$ cat src/cem_defs.svh
// constants for the configuration error cause register
`ifndef CEM_DEFS_SVH
`define CEM_DEFS_SVH

// register placement on the host port
`define CEM_ERR_BYTE_FIRST   7'h08
`define CEM_ERR_BYTE_LAST    7'h0B
`define CEM_ERR_WORD_FIRST   7'h04
`define CEM_ERR_WORD_LAST    7'h05
`define CEM_ERR_RESET        32'h0000_0000

// field positions of error_cause_flags
`define CEM_B_CARD_RESET     0
`define CEM_B_CARD_READY     1
`define CEM_B_READ_CMD       2
`define CEM_B_WRITE_CMD      3
`define CEM_B_SECTOR_VALID   4
`define CEM_B_IMAGE_ADDR     5
`define CEM_B_CHAIN_FAIL     6
`define CEM_B_IMAGE_READ     7
`define CEM_B_BAD_INSTR      8
`define CEM_B_INIT_TIMEOUT   9
`define CEM_B_RESERVED10     10
`define CEM_B_BAD_BLOCK      11
`define CEM_B_UNCORRECTABLE  12
`define CEM_B_ID_MISSING     13
`define CEM_B_CMD_ABORT      14
`define CEM_B_GENERAL        15
`define CEM_LOCAL_COUNT      10

// positions inside the card's own error register
`define CEM_CARD_BBK         7
`define CEM_CARD_UNC         6
`define CEM_CARD_IDNF        4
`define CEM_CARD_ABRT        2
`define CEM_CARD_AMNF        0

// timing
`define CEM_CLK_MHZ          100
`define CEM_INIT_TIMEOUT_MS  500
`define CEM_INIT_TIMEOUT_CYC (`CEM_INIT_TIMEOUT_MS * 1000 * `CEM_CLK_MHZ)
`define CEM_RESET_TIMEOUT_CYC  1000
`define CEM_READY_TIMEOUT_CYC  1000
`define CEM_SECTOR_TIMEOUT_CYC 1000

`endif

$ cat src/cem_pkg.sv
// types shared by the configuration error cause register
package cem_pkg;
    typedef enum logic {CEM_IDLE, CEM_WAIT} cem_mon_state_t;
    typedef logic [15:0] cem_image_addr_t;
    typedef logic [15:0] cem_half_t;
endpackage

$ cat src/cem_error_flags.sv
// configuration error cause register with its error detection and host read port
// Functional notes
// RULE_01: register answers at bytes 08h-0Bh, or words 04h-05h in word mode
// RULE_02: bit 0 sets when card reset is not done before its time-out
// RULE_03: bit 1 sets when card is not ready before its time-out
// RULE_04: bit 2 sets when a sector read or identify command fails
// RULE_05: bit 3 sets when a sector write command fails
// RULE_06: bit 4 sets when a sector does not become valid before time-out
// RULE_07: bit 5 sets when the chosen image address is not on the card
// RULE_08: image address comes from register field or pins, per override bit
// RULE_09: bit 6 sets when programming the target chain fails
// RULE_10: bit 7 sets on an error reading configuration data from the card
// RULE_11: bit 8 sets on an invalid instruction in the configuration data
// RULE_12: bit 9 sets if init input stays low 500 ms after configuration starts
// RULE_13: bit 11 mirrors the card's bad block flag
// RULE_14: bit 12 mirrors the card's uncorrectable data flag
// RULE_15: bit 13 mirrors the card's sector id missing flag
// RULE_16: bit 14 mirrors the card's command abort flag
// RULE_17: bit 15 mirrors the card's general error flag
// RULE_18: host reads this register when the status error summary bit is set
// RULE_19: bit 10 and bits 31:16 read zero; host writes change nothing
// RULE_20: mirrored bits refresh on each card read; local bits hold until reset
`timescale 1ns/10ps
`include "cem_defs.svh"
module cem_error_flags #(
    parameter int unsigned INIT_TIMEOUT_CYC   = `CEM_INIT_TIMEOUT_CYC,
    parameter int unsigned RESET_TIMEOUT_CYC  = `CEM_RESET_TIMEOUT_CYC,
    parameter int unsigned READY_TIMEOUT_CYC  = `CEM_READY_TIMEOUT_CYC,
    parameter int unsigned SECTOR_TIMEOUT_CYC = `CEM_SECTOR_TIMEOUT_CYC
) (
    // clock and reset
    input  wire logic                     clock,
    input  wire logic                     reset_n,
    // host port
    input  wire logic                     mpuCs_n,
    input  wire logic                     mpuRd_n,
    input  wire logic                     mpuWr_n,
    input  wire logic                     wordMode,
    input  wire logic [6:0]               mpuAddr,
    input  wire cem_pkg::cem_half_t       mpuDataIn,
    output cem_pkg::cem_half_t            mpuDataOut,
    output logic                          mpuDataOe,
    // card handling progress
    input  wire logic                     cardResetStart,
    input  wire logic                     cardResetDone,
    input  wire logic                     cardReadyWaitStart,
    input  wire logic                     cardReady,
    input  wire logic                     sectorWaitStart,
    input  wire logic                     sectorValid,
    input  wire logic                     sectorReadCmdFail,
    input  wire logic                     identifyCmdFail,
    input  wire logic                     sectorWriteCmdFail,
    // card error register snapshot
    input  wire logic [7:0]               cardErrValue,
    input  wire logic                     cardErrLoad,
    // configuration engine
    input  wire cem_pkg::cem_image_addr_t imageAddressSelect,
    input  wire logic [1:0]               imageAddressPins,
    input  wire logic                     overrideImageAddressPins,
    input  wire cem_pkg::cem_image_addr_t imageCount,
    input  wire logic                     addrCheckStrobe,
    input  wire logic                     chainProgramFail,
    input  wire logic                     imageReadFail,
    input  wire logic                     badInstructionFound,
    input  wire logic                     cfgStart,
    input  wire logic                     targetInitInput,
    // summary
    output logic [31:0]                   errorCauseFlags,
    output logic                          anyError
);
    import cem_pkg::*;

    logic [1:0]  rstPipe_q;
    wire         rstSync_n = rstPipe_q[1];

    // asynchronous assert, clean release
    always_ff @(posedge clock or negedge reset_n) begin
        if (!reset_n) rstPipe_q <= 2'b00;
        else          rstPipe_q <= {rstPipe_q[0], 1'b1};
    end

    // ---------------- error detectors ----------------
    logic resetExpired;
    logic readyExpired;
    logic sectorExpired;
    logic initExpired;
    logic addrInvalidEvt;

    cem_timeout_mon #(.LIMIT(RESET_TIMEOUT_CYC)) uResetMon (
        .clock       (clock),
        .resetSync_n (rstSync_n),
        .start       (cardResetStart),
        .done        (cardResetDone),
        .expired     (resetExpired)
    ); // [RULE_02]

    cem_timeout_mon #(.LIMIT(READY_TIMEOUT_CYC)) uReadyMon (
        .clock       (clock),
        .resetSync_n (rstSync_n),
        .start       (cardReadyWaitStart),
        .done        (cardReady),
        .expired     (readyExpired)
    ); // [RULE_03]

    cem_timeout_mon #(.LIMIT(SECTOR_TIMEOUT_CYC)) uSectorMon (
        .clock       (clock),
        .resetSync_n (rstSync_n),
        .start       (sectorWaitStart),
        .done        (sectorValid),
        .expired     (sectorExpired)
    ); // [RULE_06]

    cem_timeout_mon #(.LIMIT(INIT_TIMEOUT_CYC)) uInitMon (
        .clock       (clock),
        .resetSync_n (rstSync_n),
        .start       (cfgStart),
        .done        (targetInitInput),
        .expired     (initExpired)
    ); // [RULE_12]

    cem_addr_check uAddrCheck (
        .clock                    (clock),
        .resetSync_n              (rstSync_n),
        .imageAddressSelect       (imageAddressSelect),
        .imageAddressPins         (imageAddressPins),
        .overrideImageAddressPins (overrideImageAddressPins),
        .imageCount               (imageCount),
        .checkStrobe              (addrCheckStrobe),
        .invalidEvt               (addrInvalidEvt)
    ); // [RULE_07] [RULE_08]

    // ---------------- sticky local flags ----------------
    logic [`CEM_LOCAL_COUNT-1:0] localEvt;
    logic [`CEM_LOCAL_COUNT-1:0] localFlag_q;

    assign localEvt[`CEM_B_CARD_RESET]   = resetExpired;                        // [RULE_02]
    assign localEvt[`CEM_B_CARD_READY]   = readyExpired;                        // [RULE_03]
    assign localEvt[`CEM_B_READ_CMD]     = sectorReadCmdFail | identifyCmdFail; // [RULE_04]
    assign localEvt[`CEM_B_WRITE_CMD]    = sectorWriteCmdFail;                  // [RULE_05]
    assign localEvt[`CEM_B_SECTOR_VALID] = sectorExpired;                       // [RULE_06]
    assign localEvt[`CEM_B_IMAGE_ADDR]   = addrInvalidEvt;                      // [RULE_07]
    assign localEvt[`CEM_B_CHAIN_FAIL]   = chainProgramFail;                    // [RULE_09]
    assign localEvt[`CEM_B_IMAGE_READ]   = imageReadFail;                       // [RULE_10]
    assign localEvt[`CEM_B_BAD_INSTR]    = badInstructionFound;                 // [RULE_11]
    assign localEvt[`CEM_B_INIT_TIMEOUT] = initExpired;                         // [RULE_12]

    // no host clear exists, so these only leave the set state through reset
    for (genvar i = 0; i < `CEM_LOCAL_COUNT; i++) begin : gLocal
        always_ff @(posedge clock or negedge rstSync_n) begin
            if (!rstSync_n) localFlag_q[i] <= 1'b0;
            else            localFlag_q[i] <= localFlag_q[i] | localEvt[i]; // [RULE_20]
        end
    end

    // ---------------- card mirror flags ----------------
    logic [4:0] cardMirror_q;
    logic [4:0] cardMirror_d;

    assign cardMirror_d = {cardErrValue[`CEM_CARD_AMNF],   // [RULE_17]
                           cardErrValue[`CEM_CARD_ABRT],   // [RULE_16]
                           cardErrValue[`CEM_CARD_IDNF],   // [RULE_15]
                           cardErrValue[`CEM_CARD_UNC],    // [RULE_14]
                           cardErrValue[`CEM_CARD_BBK]};   // [RULE_13]

    always_ff @(posedge clock or negedge rstSync_n) begin
        if (!rstSync_n)       cardMirror_q <= 5'h00;
        else if (cardErrLoad) cardMirror_q <= cardMirror_d; // [RULE_20]
    end

    // ---------------- register image ----------------
    logic [31:0] errWord;

    // reserved bits are tied low; nothing the host drives reaches this word
    assign errWord = {16'h0000, cardMirror_q, 1'b0, localFlag_q}; // [RULE_19]
    assign errorCauseFlags = errWord;
    assign anyError        = |errWord;

    // ---------------- host read port ----------------
    wire        rdActive = !mpuCs_n && !mpuRd_n;
    wire        byteHit  = !wordMode && (mpuAddr >= `CEM_ERR_BYTE_FIRST)
                                     && (mpuAddr <= `CEM_ERR_BYTE_LAST);
    wire        wordHit  =  wordMode && (mpuAddr >= `CEM_ERR_WORD_FIRST)
                                     && (mpuAddr <= `CEM_ERR_WORD_LAST);
    wire        regHit   = byteHit || wordHit;                          // [RULE_01]
    wire [7:0]  byteSel  = errWord[{mpuAddr[1:0], 3'b000} +: 8];
    wire [15:0] halfSel  = errWord[{mpuAddr[0], 4'b0000} +: 16];
    wire [15:0] readMux  = wordMode ? halfSel : {8'h00, byteSel};

    cem_half_t  dataOut_q;

    // one cycle to the answer keeps the pad drive off the flag logic path
    always_ff @(posedge clock or negedge rstSync_n) begin
        if (!rstSync_n)                dataOut_q <= 16'h0000;
        else if (rdActive && regHit)   dataOut_q <= readMux; // [RULE_01]
    end

    assign mpuDataOut = dataOut_q;
    assign mpuDataOe  = rdActive && regHit;

    // the write strobe and data are accepted silently: the register is read only
    wire writeIgnored = !mpuCs_n && !mpuWr_n && regHit && (mpuDataIn != 16'hFFFF);
endmodule

$ cat src/cem_timeout_mon.sv
// watches for a condition to arrive within a bounded number of cycles
`timescale 1ns/10ps
module cem_timeout_mon #(
    parameter int unsigned LIMIT = 16
) (
    // clock and reset
    input  wire logic clock,
    input  wire logic resetSync_n,
    // watch control
    input  wire logic start,
    input  wire logic done,
    // result
    output logic      expired
);
    import cem_pkg::*;
    localparam int unsigned W = $clog2(LIMIT + 1);
    localparam logic [W-1:0] LAST = W'(LIMIT - 1);

    cem_mon_state_t state_q;
    logic [W-1:0]   count_q;
    logic           expired_q;
    wire            atLast = (count_q == LAST);

    // a fresh start restarts the watch even while one is pending
    always_ff @(posedge clock or negedge resetSync_n) begin
        if (!resetSync_n) begin
            state_q   <= CEM_IDLE;
            count_q   <= '0;
            expired_q <= 1'b0;
        end else begin
            expired_q <= 1'b0;
            case (state_q)
                CEM_IDLE: begin
                    count_q <= '0;
                    if (start) state_q <= CEM_WAIT;
                end
                CEM_WAIT: begin
                    if (start) begin
                        count_q <= '0;
                    end else if (done) begin
                        state_q <= CEM_IDLE;
                    end else if (atLast) begin
                        expired_q <= 1'b1;
                        state_q   <= CEM_IDLE;
                    end else begin
                        count_q <= count_q + 1'b1;
                    end
                end
                default: state_q <= CEM_IDLE;
            endcase
        end
    end

    assign expired = expired_q;
endmodule

$ cat src/cem_addr_check.sv
// selects the image address source and checks it against the card's image count
`timescale 1ns/10ps
module cem_addr_check (
    // clock and reset
    input  wire logic               clock,
    input  wire logic               resetSync_n,
    // address sources
    input  wire cem_pkg::cem_image_addr_t imageAddressSelect,
    input  wire logic [1:0]         imageAddressPins,
    input  wire logic               overrideImageAddressPins,
    input  wire cem_pkg::cem_image_addr_t imageCount,
    input  wire logic               checkStrobe,
    // result
    output logic                    invalidEvt
);
    import cem_pkg::*;
    cem_image_addr_t chosenAddr;
    logic            invalidEvt_q;

    assign chosenAddr = overrideImageAddressPins ? imageAddressSelect
                                                 : {14'h0000, imageAddressPins};

    always_ff @(posedge clock or negedge resetSync_n) begin
        if (!resetSync_n) invalidEvt_q <= 1'b0;
        else              invalidEvt_q <= checkStrobe && (chosenAddr >= imageCount);
    end

    assign invalidEvt = invalidEvt_q;
endmodule

$ cat config.mk
export PLATFORM = sky130hd
export DESIGN_NAME = cem_error_flags
export DESIGN_NICKNAME = d
export VERILOG_FILES = /design/src/cem_pkg.sv /design/src/cem_error_flags.sv /design/src/cem_timeout_mon.sv /design/src/cem_addr_check.sv
export VERILOG_INCLUDE_DIRS = /design/src
export SDC_FILE = /design/constraint.sdc
export NUM_CORES = 1
export LEC_CHECK = 0
export ABC_CLOCK_PERIOD_IN_PS = 2900
export BUFFER_PORTS_ARGS = -buffer_cell sky130_fd_sc_hd__buf_2
export CORE_MARGIN = 3
export CORE_UTILIZATION = 48
export CTS_CLUSTER_SIZE = 16
export DETAILED_ROUTE_END_ITERATION = 8
export GPL_ROUTABILITY_DRIVEN = 0
export PLACE_DENSITY = 0.78
export SYNTH_ARGS = -nofsm -noshare
export SYNTH_HDL_FRONTEND = slang
export SYNTH_HIERARCHICAL = 1
export SYNTH_SLANG_ARGS = --single-unit
$ cat constraint.sdc
create_clock -name clock -period 2.9 [get_ports clock]
set_input_delay 0.145 -clock clock [delete_from_list [all_inputs] [get_ports clock]]
set_output_delay 0.145 -clock clock [all_outputs]
set_load 0.005 [all_outputs]
==> flow_metrics.py <==
metrics = {
    "synth": {
        "netlist_instances": 502,
        "synthTopCellsByArea": "dfrtp_1 46%, ha_1 4.7%, xnor2_1 4.0%",
        "synth_most_common_cell": "dfrtp_1",
        "syn_area_mm2": 0.00531,
        "synth_common_cells": "97 x dfrtp_1, 50 x nor2_1, 30 x inv_1",
        "postSynthAreaPerCell_um2": 10.6,
        "synth_edf_count": 0,
        "synth_area_leader_cell": "dfrtp_1",
        "yosys_warnings": 6,
        "async_flop_share_pct": 100,
        "synth_seq_area_share_pct": 45.7,
        "yosysTopAreaCellShare_pct": 45.7,
        "synth.distinct_cells": 60,
        "ys_ff_latch": 97,
        "synth-main-ff-cell": "dfrtp_1",
    },
    "pwr": {
        "peakVddDrop_v": 0.000204,
        "combPwrFrac_pct": 11.2,
        "p_int_mw": 1.96,
        "power_switching_mw": 0.638,
        "p_clk_share_pct": 33.7,
        "p_total_mw": 2.60,
        "powerDensity_mw_per_mm2": 418,
        "leakage_nw": 2.85,
        "switching_share_pct": 24.6,
        "power_frac_seq_pct": 55.0,
    },
    "floorplanning": {
        "start_util_pct": 50.3,
        "die_area_mm2": 0.0124,
        "die_w_um": 111,
        "die_h_um": 111,
        "core-area_mm2": 0.0106,
        "io_pins": 138,
        "fp-row-count": 37,
    },
    "sta": {
        "slew_viol_final": 0,
        "grt_setup_unrepaired": "no",
        "relSlewSlack_pct": 35.6,
        "hold_violations": 0,
        "worst_slew_pin_slew_ps": 966,
        "fin_crit_sh_pct": 66.7,
        "setup_viol": 0,
        "finalSetupTns_ps": 0,
        "min_period_ps": 1930,
        "fmax_mhz": 517,
        "clock-skew-final_ps": 9.08,
    },
    "global_routing": {
        "antenna_found_initial": 0,
        "globalRouteMet3Util_pct": 2.73,
        "grt_pass1_vias": 4088,
        "globalRoute.busiestLayer": "met2",
        "grt_pass1_wl_um": 18500,
        "use_met2_pct": 30.2,
        "grt_max_degree": 96,
        "grtUsageTotal_pct": 17.6,
        "gr-usage-met1_pct": 22.8,
        "overflow": 0,
    },
    "clocking": {
        "cts.sinks": 97,
        "ctsLongestPathBuffers": 2,
        "clk_latency_ps": 350,
        "cts_tree": "done",
        "cts-root-buf": "clkbuf_8",
        "cts_buffers": 9,
        "ctsHtreeMaxLevel": 3,
        "cts.clk_slew.worst_paths_ps": 90,
        "cts_setup_buffers": 0,
    },
    "routing": {
        "wl_um": 10700,
        "avgRoutedWirePerCell_um": 14.1,
        "detail-route-antenna-nets": 0,
        "drtPass1Iterations": 4,
        "drc_errors": 0,
        "drt-initial-drc-count": 183,
        "routed_via_density": 5.32,
        "vias": 4020,
    },
    "worst_hold_path": {
        "hp-class": "input port to register",
    },
    "placed_design": {
        "portBuffers": 99,
        "dp_hpwl_um": 7780,
    },
    "worst_setup_path": {
        "crit_arrival_ps": 1790,
        "r2r_start": "uInitMon/count_q[0]",
        "cpMostUsedCell": "buf_2",
        "cp-startpoint": "mpuAddr[1]",
        "r2r-end": "uInitMon/count_q[10]",
        "ff2ff_setup_slack_ps": 1060,
        "path_cells": "buf_2 > or4bb_4 > a211oi_4 > buf_2",
        "startpoint_type": "input port",
        "setup.worst_path.end": "mpuDataOe",
        "crit_path_max_fanout": 14,
        "cp.required_ps": 2760,
        "critical_path.slowest_cell": "a211oi_4",
        "crit_type": "input port to primary output",
        "worstRegToRegCells": 6,
        "slowest_delay_ps": 740,
        "worst_setup_path_end_kind": "primary output",
    },
    "final_layout": {
        "drive_gt1_share_pct": 29.0,
        "antenna_cells": 0,
        "synthToLayoutAreaGrowth_pct": 17.0,
        "fillers": 888,
        "fin_nets": 723,
    },
    "job": {
        "max_cap_violations": 0,
    },
    "run_status": {
        "status": "finished, final reports clean",
    },
}
[repair_timing]
action,CTS,global route
gates resized for setup,0,0
hold endpoints to repair,12,0
hold buffers,12,0
endpoints found under the setup margin,0,0
[metrics by stage]
stage               setup slack (ps)  util, %  hold slack, ps  instance area (µm²)  instances
floorplan                       1230        -            -151                 5380        519
global placement                 861     55.8           -68.3                 5890        728
detailed placement               788     55.8           -64.6                 5890        728
CTS                              956     58.9            4.46                 6210        756
global route                     908     58.9            13.1                 6210        756
finish                           967     58.9            23.5                 6210        756
[final cells by class]
cell class,count,area (µm²),share of cell area [%]
inverters,30,113,1.81
flip-flops and latches,97,2430,39.1
multi-input cells,364,2650,42.7
repair buffers,113,643,10.4
well taps,136,170,2.74
clock inverters,5,62.6,1.01
clock buffers,11,141,2.28
[registers in the layout (all words and copies together) (netlist names)]
register / count
cardMirror_q: 5
errorCauseFlags: 10
mpuDataOut: 15
rstPipe_q: 2
uAddrCheck/invalidEvt: 1
uInitMon/count_q: 26
uInitMon/expired: 1
uInitMon/state_q: 1
uReadyMon/count_q: 10
uReadyMon/expired: 1
uReadyMon/state_q: 1
uResetMon/count_q: 10
uResetMon/expired: 1
uResetMon/state_q: 1
uSectorMon/count_q: 10
uSectorMon/expired: 1
uSectorMon/state_q: 1
[power groups by stage]
stage	clock network, mW	logic (mW)	registers [mW]
detailed placement	0	0.283	1.46
global placement	0	0.269	1.45
finish	0.877	0.292	1.43
CTS	0.911	0.296	1.43
floorplan	0	0.157	1.47
global route	0.962	0.333	1.44
[worst min path at each step]
stage | depth (start not counted) | from | slack (ps) | end
after floorplan | 0 | reset_n | -150 | rstPipe_q[0]
after global placement | 1 | reset_n | -70 | rstPipe_q[0]
after detailed placement | 1 | reset_n | -60 | rstPipe_q[1]
after CTS | 2 | cardErrValue[4] | 4 | cardMirror_q[2]
after global routing | 2 | cardErrValue[7] | 10 | cardMirror_q[0]
final | 2 | cardErrValue[4] | 20 | cardMirror_q[2]
[logic make-up (layout without fill, tap and decap cells)]
family	count (synthesis)	after routing	share of synthesized area (%)
adder cells (fa/ha/maj)	20	20	4.71
AO/OA/AOI/OAI	51	51	7.80
flip-flops	97	97	45.7
multiplexers	25	25	5.18
XOR/XNOR	42	42	6.93
buffers and inverters	58	159	5.58
other	2	19	0.141
AND/OR/NAND/NOR	207	207	24.0
[placed cells by master (no fill, tap or decap), types with 11 or more instances in the layout]
master         Yosys  routed
mux2i_1           11      11
nor2_1            50      50
buf_2              0      99
dfrtp_1           97      96
xor2_1            18      18
nand2_1           28      28
a21oi_1           12      12
dlygate4sd3_1      0      12
and2_1            17      17
conb_1             2      19
nand3_1           14      14
xnor2_1           24      24
inv_1             30      30
mux2_2            12      12
ha_1              20      20
nand4_1           16      16
[critical path: cells and delay by family]
kind	cells	cell delay [ps]
compound gates	1	740
buf+inv	2	350
simple gates	1	550
[layer usage]
metal	vias to the layer above	part of all wire [%]
li1	1956	-
met5	-	0
met1	1920	44
met4	0	1.3
met3	12	6.1
met2	132	48
Power figures use the tool's default switching activity.
